==> src/hdl/rdrv_regs.svh <==
// register offsets, field positions, reset values, pin codes and timing of the re-driver control
`ifndef RDRV_REGS_SVH
`define RDRV_REGS_SVH

// ----------------------------------------
// register byte offsets
// ----------------------------------------
`define RDRV_ADDR_W 8
`define RDRV_CTRL_OFFSET 8'h00
`define RDRV_STATUS_OFFSET 8'h04
`define RDRV_SETTINGS_OFFSET 8'h08

// ----------------------------------------
// control fields and reset value
// ----------------------------------------
`define RDRV_CTRL_SOFT_OFF_BIT 0
`define RDRV_CTRL_PROBE_BIT 1
`define RDRV_CTRL_RESET 1'h0

// ----------------------------------------
// status fields
// ----------------------------------------
`define RDRV_STAT_STATE_LSB 0
`define RDRV_STAT_FOUND_BIT 2
`define RDRV_STAT_TERM_BIT 3
`define RDRV_STAT_ENABLE_BIT 4
`define RDRV_STAT_PROBE_BIT 5
`define RDRV_STAT_TRAFFIC_BIT 6

// ----------------------------------------
// settings fields, channel 2 sits one byte above channel 1
// ----------------------------------------
`define RDRV_SET_GAIN_LSB 0
`define RDRV_SET_SWING_BIT 2
`define RDRV_SET_EMPH_LSB 3
`define RDRV_SET_CH2_SHIFT 8

// ----------------------------------------
// three-level pin codes from the pad comparators
// ----------------------------------------
`define RDRV_PIN_LOW 2'h0
`define RDRV_PIN_FLOAT 2'h1
`define RDRV_PIN_HIGH 2'h2

// ----------------------------------------
// bus responses
// ----------------------------------------
`define RDRV_RESP_OKAY 2'h0
`define RDRV_RESP_SLVERR 2'h2

// ----------------------------------------
// timing, times in ns, counts in cycles of aclk
// ----------------------------------------
`define RDRV_CLK_PERIOD_NS 50
`define RDRV_PROBE_PERIOD_NS 100000
`define RDRV_SETTLE_NS 1000
`define RDRV_IDLE_NS 10000
`define RDRV_PROBE_CYC (`RDRV_PROBE_PERIOD_NS / `RDRV_CLK_PERIOD_NS)
`define RDRV_SETTLE_CYC ((`RDRV_SETTLE_NS + `RDRV_CLK_PERIOD_NS - 1) / `RDRV_CLK_PERIOD_NS)
`define RDRV_IDLE_CYC ((`RDRV_IDLE_NS + `RDRV_CLK_PERIOD_NS - 1) / `RDRV_CLK_PERIOD_NS)

`endif

==> src/hdl/rdrv_pkg.sv <==
// types shared by the re-driver control modules
package rdrv_pkg;

	// receiver equalizer gain setting
	typedef enum logic [1:0] {
		RDRV_GAIN_3DB = 2'h0,
		RDRV_GAIN_6DB = 2'h1,
		RDRV_GAIN_9DB = 2'h2
	} rdrv_gain_type;

	// transition-bit output swing
	typedef enum logic {
		RDRV_SWING_0P9 = 1'h0,
		RDRV_SWING_1P1 = 1'h1
	} rdrv_swing_type;

	// transmit de-emphasis ratio
	typedef enum logic [1:0] {
		RDRV_EMPH_0DB = 2'h0,
		RDRV_EMPH_M3P5DB = 2'h1,
		RDRV_EMPH_M6P2DB = 2'h2
	} rdrv_emph_type;

	// power modes
	typedef enum logic [1:0] {
		RDRV_SHUTDOWN = 2'h0,
		RDRV_DISCONNECT = 2'h1,
		RDRV_U0 = 2'h2,
		RDRV_U2U3 = 2'h3
	} rdrv_state_type;

endpackage

==> src/hdl/rdrv_ctrl.sv <==
// re-driver control: pin decode, power state machine, receiver detect, register slave
`timescale 1ns/1ps
`include "rdrv_regs.svh"

module rdrv_ctrl
	import rdrv_pkg::*;
#(
	parameter int unsigned PROBE_CYC = `RDRV_PROBE_CYC,
	parameter int unsigned SETTLE_CYC = `RDRV_SETTLE_CYC,
	parameter int unsigned IDLE_CYC = `RDRV_IDLE_CYC
) (
	input wire logic aclk,
	input wire logic aresetn,
	input wire logic [`RDRV_ADDR_W-1:0] s_axi_awaddr,
	input wire logic s_axi_awvalid,
	output logic s_axi_awready,
	input wire logic [31:0] s_axi_wdata,
	input wire logic [3:0] s_axi_wstrb,
	input wire logic s_axi_wvalid,
	output logic s_axi_wready,
	output logic [1:0] s_axi_bresp,
	output logic s_axi_bvalid,
	input wire logic s_axi_bready,
	input wire logic [`RDRV_ADDR_W-1:0] s_axi_araddr,
	input wire logic s_axi_arvalid,
	output logic s_axi_arready,
	output logic [31:0] s_axi_rdata,
	output logic [1:0] s_axi_rresp,
	output logic s_axi_rvalid,
	input wire logic s_axi_rready,
	input wire logic enable_pin,
	input wire logic [1:0] ch1_rx_boost_select,
	input wire logic ch1_tx_swing_select,
	input wire logic [1:0] ch1_tx_emphasis_select,
	input wire logic ch1_lfps_present,
	input wire logic ch1_signal_present,
	input wire logic ch1_far_end_present,
	input wire logic [1:0] ch2_rx_boost_select,
	input wire logic ch2_tx_swing_select,
	input wire logic [1:0] ch2_tx_emphasis_select,
	input wire logic ch2_lfps_present,
	input wire logic ch2_signal_present,
	input wire logic ch2_far_end_present,
	output rdrv_gain_type ch1_gain,
	output rdrv_swing_type ch1_swing,
	output rdrv_emph_type ch1_emph,
	output rdrv_gain_type ch2_gain,
	output rdrv_swing_type ch2_swing,
	output rdrv_emph_type ch2_emph,
	output logic rx_term_en,
	output logic redrive_en,
	output logic low_power,
	output logic rx_detect_probe,
	output rdrv_state_type power_state
);

	// ----------------------------------------
	// channels
	// ----------------------------------------
	logic ch1_lfps;
	logic ch2_lfps;
	logic ch1_traffic;
	logic ch2_traffic;
	logic ch1_far;
	logic ch2_far;
	logic traffic_any;

	// each channel owns its own synchronisers and settings
	rdrv_chan_cfg u_ch1 (
		.aclk(aclk),
		.aresetn(aresetn),
		.rx_boost_select(ch1_rx_boost_select),
		.tx_swing_select(ch1_tx_swing_select),
		.tx_emphasis_select(ch1_tx_emphasis_select),
		.lfps_present(ch1_lfps_present),
		.signal_present(ch1_signal_present),
		.far_end_present(ch1_far_end_present),
		.gain_r(ch1_gain),
		.swing_r(ch1_swing),
		.emph_r(ch1_emph),
		.lfps_r(ch1_lfps),
		.traffic_r(ch1_traffic),
		.far_end_r(ch1_far)
	);

	rdrv_chan_cfg u_ch2 (
		.aclk(aclk),
		.aresetn(aresetn),
		.rx_boost_select(ch2_rx_boost_select),
		.tx_swing_select(ch2_tx_swing_select),
		.tx_emphasis_select(ch2_tx_emphasis_select),
		.lfps_present(ch2_lfps_present),
		.signal_present(ch2_signal_present),
		.far_end_present(ch2_far_end_present),
		.gain_r(ch2_gain),
		.swing_r(ch2_swing),
		.emph_r(ch2_emph),
		.lfps_r(ch2_lfps),
		.traffic_r(ch2_traffic),
		.far_end_r(ch2_far)
	);

	assign traffic_any = ch1_traffic | ch2_traffic;

	// ----------------------------------------
	// enable pin
	// ----------------------------------------
	logic en1_r;
	logic en2_r;
	logic en3_r;
	logic en_ok_r;
	logic soft_off_r;
	logic probe_req_r;
	logic active;

	// three stages, level moves when stages two and three agree
	always_ff @(posedge aclk) begin
		if (!aresetn) begin
			en1_r <= 1'h0;
			en2_r <= 1'h0;
			en3_r <= 1'h0;
			en_ok_r <= 1'h0;
		end else begin
			en1_r <= enable_pin;
			en2_r <= en1_r;
			en3_r <= en2_r;
			if (en2_r == en3_r) begin
				en_ok_r <= en3_r;
			end
		end
	end

	assign active = en_ok_r & ~soft_off_r;

	// ----------------------------------------
	// probe divider and detect window
	// ----------------------------------------
	logic [15:0] tick_cnt_r;
	logic tick;
	logic [15:0] settle_cnt_r;
	logic probe_r;
	logic probe_done_r;
	logic found_r;
	logic probe_allowed;
	rdrv_state_type state_r;
	rdrv_state_type state_nxt;

	assign tick = (tick_cnt_r == 16'(PROBE_CYC - 1));
	assign probe_allowed = (state_r == RDRV_DISCONNECT) || (state_r == RDRV_U2U3)
		|| (state_r == RDRV_U0 && !traffic_any);

	// divider giving one enable pulse per probe period
	always_ff @(posedge aclk) begin
		if (!aresetn || !active || tick) begin
			tick_cnt_r <= 16'h0000;
		end else begin
			tick_cnt_r <= tick_cnt_r + 16'h0001;
		end
	end

	// probe window, result sampled at its end on both ports
	always_ff @(posedge aclk) begin
		if (!aresetn || !active || state_r == RDRV_SHUTDOWN) begin
			probe_r <= 1'h0;
			settle_cnt_r <= 16'h0000;
			probe_done_r <= 1'h0;
			found_r <= 1'h0;
		end else if (probe_r) begin
			if (settle_cnt_r == 16'(SETTLE_CYC - 1)) begin
				probe_r <= 1'h0;
				settle_cnt_r <= 16'h0000;
				probe_done_r <= 1'h1;
				found_r <= ch1_far & ch2_far;
			end else begin
				settle_cnt_r <= settle_cnt_r + 16'h0001;
				probe_done_r <= 1'h0;
			end
		end else begin
			probe_done_r <= 1'h0;
			if ((tick || probe_req_r) && probe_allowed) begin
				probe_r <= 1'h1;
			end
		end
	end

	// ----------------------------------------
	// power state machine
	// ----------------------------------------
	logic [15:0] idle_cnt_r;

	// idle time, restarted by any traffic
	always_ff @(posedge aclk) begin
		if (!aresetn || state_r != RDRV_U0 || traffic_any) begin
			idle_cnt_r <= 16'h0000;
		end else if (idle_cnt_r != 16'(IDLE_CYC - 1)) begin
			idle_cnt_r <= idle_cnt_r + 16'h0001;
		end
	end

	// next mode
	always_comb begin
		state_nxt = state_r;
		if (!active) begin
			state_nxt = RDRV_SHUTDOWN;
		end else begin
			case (state_r)
				RDRV_SHUTDOWN: state_nxt = RDRV_DISCONNECT;
				RDRV_DISCONNECT: begin
					if (probe_done_r && found_r) begin
						state_nxt = RDRV_U0;
					end
				end
				RDRV_U0: begin
					if (probe_done_r && !found_r) begin
						state_nxt = RDRV_DISCONNECT;
					end else if (!traffic_any && idle_cnt_r == 16'(IDLE_CYC - 1)) begin
						state_nxt = RDRV_U2U3;
					end
				end
				RDRV_U2U3: begin
					if (probe_done_r && !found_r) begin
						state_nxt = RDRV_DISCONNECT;
					end else if (traffic_any) begin
						state_nxt = RDRV_U0;
					end
				end
				default: state_nxt = RDRV_SHUTDOWN;
			endcase
		end
	end

	// mode register and the outputs it steers
	always_ff @(posedge aclk) begin
		if (!aresetn) begin
			state_r <= RDRV_SHUTDOWN;
			rx_term_en <= 1'h0;
			redrive_en <= 1'h0;
			low_power <= 1'h0;
			rx_detect_probe <= 1'h0;
			power_state <= RDRV_SHUTDOWN;
		end else begin
			state_r <= state_nxt;
			rx_term_en <= (state_nxt == RDRV_U0) || (state_nxt == RDRV_U2U3);
			redrive_en <= (state_nxt == RDRV_U0);
			low_power <= (state_nxt == RDRV_U2U3);
			rx_detect_probe <= probe_r;
			power_state <= state_nxt;
		end
	end

	// ----------------------------------------
	// register slave
	// ----------------------------------------
	logic [`RDRV_ADDR_W-1:0] awaddr_r;
	logic [31:0] wdata_r;
	logic wbyte0_r;
	logic wr_fire;
	logic [31:0] status_word;
	logic [31:0] settings_word;

	assign wr_fire = ~s_axi_awready & ~s_axi_wready & ~s_axi_bvalid;

	assign status_word = {25'h0000000, traffic_any, probe_r, en_ok_r, rx_term_en, found_r,
		state_r};
	assign settings_word = {19'h00000, ch2_emph, ch2_swing, ch2_gain, 3'h0, ch1_emph,
		ch1_swing, ch1_gain};

	// address and data taken in either order, response once both are in
	always_ff @(posedge aclk) begin
		if (!aresetn) begin
			s_axi_awready <= 1'h1;
			s_axi_wready <= 1'h1;
			s_axi_bvalid <= 1'h0;
			s_axi_bresp <= `RDRV_RESP_OKAY;
			awaddr_r <= '0;
			wdata_r <= 32'h00000000;
			wbyte0_r <= 1'h0;
		end else begin
			if (s_axi_awvalid && s_axi_awready) begin
				s_axi_awready <= 1'h0;
				awaddr_r <= s_axi_awaddr;
			end
			if (s_axi_wvalid && s_axi_wready) begin
				s_axi_wready <= 1'h0;
				wdata_r <= s_axi_wdata;
				wbyte0_r <= s_axi_wstrb[0];
			end
			if (wr_fire) begin
				s_axi_bvalid <= 1'h1;
				s_axi_bresp <= (awaddr_r == `RDRV_CTRL_OFFSET || awaddr_r == `RDRV_STATUS_OFFSET
					|| awaddr_r == `RDRV_SETTINGS_OFFSET) ? `RDRV_RESP_OKAY : `RDRV_RESP_SLVERR;
			end else if (s_axi_bvalid && s_axi_bready) begin
				s_axi_bvalid <= 1'h0;
				s_axi_awready <= 1'h1;
				s_axi_wready <= 1'h1;
			end
		end
	end

	// control register, probe request is a write-one pulse
	always_ff @(posedge aclk) begin
		if (!aresetn) begin
			soft_off_r <= `RDRV_CTRL_RESET;
			probe_req_r <= 1'h0;
		end else begin
			probe_req_r <= 1'h0;
			if (wr_fire && wbyte0_r && awaddr_r == `RDRV_CTRL_OFFSET) begin
				soft_off_r <= wdata_r[`RDRV_CTRL_SOFT_OFF_BIT];
				probe_req_r <= wdata_r[`RDRV_CTRL_PROBE_BIT];
			end
		end
	end

	// read channel, data one cycle after the address is taken
	always_ff @(posedge aclk) begin
		if (!aresetn) begin
			s_axi_arready <= 1'h1;
			s_axi_rvalid <= 1'h0;
			s_axi_rdata <= 32'h00000000;
			s_axi_rresp <= `RDRV_RESP_OKAY;
		end else if (s_axi_arvalid && s_axi_arready) begin
			s_axi_arready <= 1'h0;
			s_axi_rvalid <= 1'h1;
			s_axi_rresp <= `RDRV_RESP_OKAY;
			case (s_axi_araddr)
				`RDRV_CTRL_OFFSET: s_axi_rdata <= {31'h00000000, soft_off_r};
				`RDRV_STATUS_OFFSET: s_axi_rdata <= status_word;
				`RDRV_SETTINGS_OFFSET: s_axi_rdata <= settings_word;
				default: begin
					s_axi_rdata <= 32'h00000000;
					s_axi_rresp <= `RDRV_RESP_SLVERR;
				end
			endcase
		end else if (s_axi_rvalid && s_axi_rready) begin
			s_axi_rvalid <= 1'h0;
			s_axi_arready <= 1'h1;
		end
	end

	// ----------------------------------------
	// checks
	// ----------------------------------------
	localparam int PROBE_GAP_MAX = 2100;
	logic [15:0] u23_gap_r;

	// cycles in low power since the last probe ended
	always_ff @(posedge aclk) begin
		if (!aresetn || state_r != RDRV_U2U3 || probe_r) begin
			u23_gap_r <= 16'h0000;
		end else if (u23_gap_r != 16'hFFFF) begin
			u23_gap_r <= u23_gap_r + 16'h0001;
		end
	end
endmodule

==> src/hdl/rdrv_chan_cfg.sv <==
// one channel: pin synchronisers and setting decode
`timescale 1ns/1ps
`include "rdrv_regs.svh"

module rdrv_chan_cfg
	import rdrv_pkg::*;
(
	input wire logic aclk,
	input wire logic aresetn,
	input wire logic [1:0] rx_boost_select,
	input wire logic tx_swing_select,
	input wire logic [1:0] tx_emphasis_select,
	input wire logic lfps_present,
	input wire logic signal_present,
	input wire logic far_end_present,
	output rdrv_gain_type gain_r,
	output rdrv_swing_type swing_r,
	output rdrv_emph_type emph_r,
	output logic lfps_r,
	output logic traffic_r,
	output logic far_end_r
);

	// ----------------------------------------
	// synchronisers
	// ----------------------------------------
	logic [7:0] raw;
	logic [7:0] sync1_r;
	logic [7:0] sync2_r;
	logic [7:0] sync3_r;
	logic [7:0] clean_r;
	logic [7:0] agree;

	assign raw = {rx_boost_select, tx_swing_select, tx_emphasis_select,
		lfps_present, signal_present, far_end_present};
	assign agree = ~(sync2_r ^ sync3_r);

	// three stage chain per pin
	always_ff @(posedge aclk) begin
		if (!aresetn) begin
			sync1_r <= 8'h00;
			sync2_r <= 8'h00;
			sync3_r <= 8'h00;
		end else begin
			sync1_r <= raw;
			sync2_r <= sync1_r;
			sync3_r <= sync2_r;
		end
	end

	// a bit moves only once stages two and three agree
	always_ff @(posedge aclk) begin
		if (!aresetn) begin
			clean_r <= 8'h00;
		end else begin
			clean_r <= (sync3_r & agree) | (clean_r & ~agree);
		end
	end

	// ----------------------------------------
	// decode
	// ----------------------------------------
	// equalizer gain, float or unknown code gives the middle gain
	always_ff @(posedge aclk) begin
		if (!aresetn) begin
			gain_r <= RDRV_GAIN_3DB;
		end else begin
			case (clean_r[7:6])
				`RDRV_PIN_LOW: gain_r <= RDRV_GAIN_3DB;
				`RDRV_PIN_HIGH: gain_r <= RDRV_GAIN_9DB;
				default: gain_r <= RDRV_GAIN_6DB;
			endcase
		end
	end

	// output swing
	always_ff @(posedge aclk) begin
		if (!aresetn) begin
			swing_r <= RDRV_SWING_0P9;
		end else begin
			swing_r <= clean_r[5] ? RDRV_SWING_1P1 : RDRV_SWING_0P9;
		end
	end

	// de-emphasis, forced off while lfps is sensed, same map at both swings
	always_ff @(posedge aclk) begin
		if (!aresetn) begin
			emph_r <= RDRV_EMPH_0DB;
		end else if (clean_r[2]) begin
			emph_r <= RDRV_EMPH_0DB;
		end else begin
			case (clean_r[4:3])
				`RDRV_PIN_LOW: emph_r <= RDRV_EMPH_0DB;
				`RDRV_PIN_HIGH: emph_r <= RDRV_EMPH_M6P2DB;
				default: emph_r <= RDRV_EMPH_M3P5DB;
			endcase
		end
	end

	// line status towards the state machine
	always_ff @(posedge aclk) begin
		if (!aresetn) begin
			lfps_r <= 1'h0;
			traffic_r <= 1'h0;
			far_end_r <= 1'h0;
		end else begin
			lfps_r <= clean_r[2];
			traffic_r <= clean_r[1] | clean_r[2];
			far_end_r <= clean_r[0];
		end
	end
endmodule

==> config.mk <==
export PLATFORM = sky130hd
export DESIGN_NAME = rdrv_ctrl
export DESIGN_NICKNAME = d
export VERILOG_FILES = /design/src/hdl/rdrv_pkg.sv /design/src/hdl/rdrv_ctrl.sv /design/src/hdl/rdrv_chan_cfg.sv
export VERILOG_INCLUDE_DIRS = /design/src /design/src/hdl
export SDC_FILE = /design/constraint.sdc
export NUM_CORES = 1
export LEC_CHECK = 0
export BUFFER_PORTS_ARGS = -buffer_cell sky130_fd_sc_hd__buf_2
export CORE_ASPECT_RATIO = 0.9
export CORE_MARGIN = 2
export CORE_UTILIZATION = 55
export DETAILED_ROUTE_END_ITERATION = 12
export PLACE_DENSITY = 0.8
export SLEW_MARGIN = 5
export SYNTH_ARGS = -nofsm -noshare
export SYNTH_HDL_FRONTEND = slang
export SYNTH_SLANG_ARGS = --single-unit
==> constraint.sdc <==
create_clock -name aclk -period 3.4 [get_ports aclk]
set_clock_uncertainty 0.2 [all_clocks]
set_input_delay 0.34 -clock aclk [delete_from_list [all_inputs] [get_ports aclk]]
set_output_delay 0.34 -clock aclk [all_outputs]
set_load 0.02 [all_outputs]
# Yosys cells after proc, flatten, opt, wreduce, memory -nomap -nowiden
# Cells that the tools add are included.
classes:
  addsub: 3
  eq_ne: 19
  muxes: 33
  bitwise: 25
  n_reduce_logical: 42
op_table:
  columns: ["op", "n"]
  rows:
  - ["$add 16x1->16 const B", 3]
  - ["$pmux 13 s3", 1]
  - ["$and 8x8->8", 4]
  - ["$not 8->8", 4]
  - ["$mux 1", 18]
  - ["$eq 16x11->1 const B", 1]
  - ["$eq 16x5->1 const B", 1]
  - ["$eq 16x8->1 const B", 1]
  - ["$eq 2x2->1 const B", 8]
  - ["$eq 8x3->1 const B", 2]
  - ["$eq 8x4->1 const B", 2]
  - ["$logic_not 8->1", 2]
  - ["$mux 16", 1]
  - ["$mux 2", 8]
  - ["$ne 16x8->1 const B", 1]
  - ["$or 8x8->8", 2]
  - ["$pmux 2 s2", 4]
  - ["$xor 8x8->8", 2]
  - ["$logic_and 1x1->1", 12]
  - ["$logic_or 1x1->1", 11]
  - ["$logic_not 2->1", 5]
  - ["$pmux 2 s4", 1]
  - ["$not 1->1", 6]
  - ["$reduce_or 2->1", 3]
  - ["9 further kinds", 19]
word_totals:
  register_bits: 193
  inputBits: 76
  output_inout_bits: 57
  elab_cells: 168

# Longest topological paths before layout
depth:
  depth_word: 9
  mapped_depth: 6
  ltp_nobuf: 5

# By module
# A second synthesis with hierarchy kept.
hier_totals:
  cells_unflattened: 654
  hier_area_um2: 6416.2
modules_own_cells:
  columns: ["mod", "instances", "cells_each", "area_each_um2", "seq_area_each_um2"]
  rows:
  - ["rdrv_ctrl", 1, 454, 4083.9, 1861.8]
  - ["rdrv_chan_cfg", 2, 100, 1166.1, 800.8]

# Worst setup path after synthesis
# No wires, ideal clock.
synth_path:
  path_type: "register to register"
  start: "register settle_cnt_r[0]"
  end: "register settle_cnt_r[10]"
  setup_time_ns: 0.117
  arrival_ns: 1.466
  required_time_ns: 3.083
  setup_slack_ns: 1.617
  stages_incl_launch_ff: 7
  path_buffers: 1
  period_less_slack_ns: 1.783
  path_cell_list: "dfxtp_1 ha_1 nor4bb_1 nand4_1 o21ai_2 buf_2 nor2_1"
synth_between:
  elab_chain_cells: 2
  elab_cells_between_ends: 3
  cone_classes: "add/sub: 1; eq/ne: 1; mux: 1"
synth_rtl:
  columns: ["element", "line", "text"]
  rows:
  - ["from (decl)", "rdrv_ctrl.sv:140", "logic [15:0] settle_cnt_r;"]
  - ["from (signal assigned)", "rdrv_ctrl.sv:175", "settle_cnt_r <= settle_cnt_r + 16'h0001;"]
  - ["$add 16x1->16 / $eq 16x5->1 (equally long branches)", "rdrv_ctrl.sv:175, rdrv_ctrl.sv:169", null]
  - ["$mux 16 (*)", "rdrv_ctrl.sv:169", "if (settle_cnt_r == 16'(SETTLE_CYC - 1)) begin"]
# Mark *: on every way between the ends. The rest lies on a longest branch, timed or not.
# A chain may end at the register's enable or synchronous reset.

# Worst setup path after layout
layout_path:
  start: "register state_r[1]"
  end: "register idle_cnt_r[3]"
layout_between:
  elab_chain_cells: 3
layout_rtl:
  columns: ["element", "line", "text"]
  rows:
  - ["from (decl)", "rdrv_ctrl.sv:145", "rdrv_state_type state_r;"]
  - ["from (signal assigned)", "rdrv_ctrl.sv:242", "state_r <= state_nxt;"]
  - ["$ne 2x2->1", "rdrv_ctrl.sv:193", "if (!aresetn || state_r != RDRV_U0 || traffic_any) begin"]
  - ["$logic_or 1x1->1 (2 in series)", "rdrv_ctrl.sv:193", null]
  - ["to (signal assigned)", "rdrv_ctrl.sv:196", "idle_cnt_r <= idle_cnt_r + 16'h0001;"]
  - ["to (decl)", "rdrv_ctrl.sv:189", "logic [15:0] idle_cnt_r;"]
# Every way passes these cells.

==> reports/metrics.cfg <==
[run_status]
status = finished clean

[cells_and_area]
fin_nets = 851
final_util_pct = 67.3
drive_above_1_share_pct = 15.3
fillCellCount = 874
syn2layout_area_growth_pct = 20.1
n_antenna_cell = 0

[routing]
wl_per_cell_um = 13.9
drt_wl_total_um = 13100
via_per_inst = 5.23
ant_nets = 0
via_count = 4926
route.detailed.drc = 0
drt_first_pass_iters = 4
drt_iter0_markers = 228

[synthesis]
yosys-top-cells-area = dfxtp_1, and2_1, a21boi_0, nand2_1, nor2_1
ys_ff_latch = 171
syn_avg_cell_area_um2 = 9.54
yosys.area.top_type_share_pct = 53.6
synth_cell_types = 52
async_flop_share_pct = 0
synth_area_leader_cell = dfxtp_1
synth_common_cells = dfxtp_1, and2_1, nand2_1
synthesis.area_mm2 = 0.00638
yosysMostFrequentCell = dfxtp_1
syn_inst = 669
yosys_warnings = 0
seq_area_frac_synth_pct = 53.6
synthFlopType = dfxtp_1
synth-edff-count = 0

[grt]
grt_use_total_pct = 21.5
grt_pass1_vias = 4705
grt_pass1_wl_um = 21300
overflow = 0
grt_start_max_net_pins = 53
antenna_found_initial = 0

[sta]
worst_pin_slew_ns = 0.649
hold_viol = 0
setup_viol = 0
relSlewSlack_pct = 56.6
rsz0062_at_grt = false
setup_tns_ns = 0
fin_crit_ns = 2.20
max_freq_mhz = 454
slew_violations = 0
whs_ns = 0.0242
finalCritPeriodShare_pct = 64.7

[critical_path]
path_cells = nor3b_1, nand3b_1, a211oi_1, a31o_2
worstPathMaxFanout = 17
slowest_stage = nand3b_1
cp-end-kind = flop
crit_type = flop to flop
cp-start-kind = flop
crit_path_max_incr_delay_ns = 0.54
crit_family = simple AND/OR/NAND/NOR gates
arrival_ns = 2.37
cp.required_ns = 3.57
path_buf_inv = 0

[clocking]
clock_latency_ns = 0.43
ctsRootBufferMaster = clkbuf_16
cts.clk_slew.worst_paths_ns = 0.06
cts_sinks = 171
cts.path.max_buffers = 2
ctsResizeCount = 0
cts_made_buffers = 17
htreeDepth = 4
cts_tree = built

[place]
hpwl_um = 8490
gp_congestion = 0.850
port-buffer-count = 77

[job]
cap_viol_max_count = 0

[hold_path]
hp-class = primary input to flop

[power]
power_density_mw_per_mm2 = 542
power.leakage_nw = 2.91
ir_worst_vdd_mv = 0.408

[die]
core_area_mm2 = 0.0114
fp.dieW_um = 118
row_count = 37
dieArea_mm2 = 0.0125
die_h_um = 106
io_pins = 133
initial_core_util_pct = 56.0

## state kept, by name, summed over array words and instances, names as in the netlist, 2 cells and up, named ones only
name and flops:
s_axi_rdata 12, u_ch1.gain_r 2, u_ch2.sync1_r 8, u_ch1.sync1_r 8, idle_cnt_r 16, settle_cnt_r 16, u_ch2.emph_r 2, u_ch1.sync3_r 8
u_ch1.sync2_r 8, u_ch2.sync3_r 8, tick_cnt_r 16, state_r 2, u_ch1.emph_r 2, wdata_r 2, u_ch2.gain_r 2, awaddr_r 8
u_ch2.sync2_r 8
## cells by family (layout without fill, tap and decap cells)
| group | count (synthesis) | count (layout) | synth area share, % |
|---|---|---|---|
| buf+inv | 58 | 153 | 4.88 |
| xor+xnor | 35 | 35 | 4.80 |
| simple gates | 294 | 294 | 24.9 |
| compound gates | 103 | 103 | 10.5 |
| fa+ha+maj | 3 | 3 | 0.588 |
| other cells | 1 | 22 | 0.0588 |
| flops | 171 | 171 | 53.6 |
| mux | 4 | 4 | 0.627 |
## area by class of cell
| class | count | area [um^2] | share of cell area (%) |
|---|---|---|---|
| Tap cell | 156 | 195 | 2.55 |
| Timing Repair Buffer | 108 | 688 | 8.98 |
| Clock inverter | 11 | 134 | 1.75 |
| Inverter | 13 | 48.8 | 0.637 |
| Multi-Input combinational cell | 461 | 2730 | 35.6 |
| Sequential cell | 171 | 3420 | 44.7 |
| Clock buffer | 21 | 450 | 5.88 |
## repair_timing
action                     in CTS  in global routing
hold endpoints to repair       27                  1
hold buffers                   27                  1
setup endpoints to repair       0                  0
setup buffers                   0                  0
## per-layer routing
metal  track usage [%]  vias to the layer above  wire [um]  part of all wire (%)
met4              11.4                        0        440                   3.4
met1              24.0                     2314       5580                    43
met2              36.6                      130       6420                    49
met5                 0                        -          0                     0
li1                  -                     2448          -                     -
met3              7.30                       34        640                   4.9
## tightest hold or removal path, cell delays in order
cell and delay [ns]:
buf_2 0.09, a21boi_0 0.11, o21ai_0 0.07
## worst paths after layout
| path | startpoint | endpoint | slack [ns] | depth (start not counted) |
|---|---|---|---|---|
| setup / recovery | state_r[1] | idle_cnt_r[3] | 1.20 | 4 |
| hold / removal | s_axi_bready | s_axi_awready | 0.02 | 3 |
| setup reg to reg | state_r[1] | idle_cnt_r[3] | 1.20 | 4 |
| hold reg to reg | flop | u_ch2.gain_r[1] | 0.22 | 1 |
## power by group
part           leakage, nW  switching, W  total [W]  internal (W)
logic                 1.24     0.0000967   0.000173     0.0000767
clock network        0.277      0.000800    0.00191       0.00111
registers             1.39     0.0000227    0.00206       0.00204
total                 2.91      0.000919    0.00415       0.00323
## cells in the final DEF, fill, tap and decap left out, types with 7 or more instances in the layout
master,netlist,routed
a21oi_1,14,14
nand2_1,57,57
o21ai_0,31,31
inv_1,13,13
a22oi_1,8,8
nor3_1,14,14
clkbuf_16,0,17
and2_1,63,63
or3_1,7,7
nand4_1,15,15
nor2_1,54,54
dlygate4sd3_1,0,28
a21boi_0,32,32
xor2_1,14,14
nand3_1,29,29
buf_2,6,77
nor4_1,11,11
xnor2_1,21,21
dfxtp_1,171,171
conb_1,1,22
nor2b_1,11,11
## through the flow
step	setup slack [ns]	total power, W	cell area (um^2)	cells
after global placement	1.34	0.00224	6800	881
after floorplan	1.62	0.00222	6460	690
after global routing	1.02	0.00428	7660	941
after detailed placement	1.26	0.00225	6800	881
after CTS	1.23	0.00417	7650	940
final	1.20	0.00415	7660	941
Note: power is estimated with default switching activity, not from simulation.
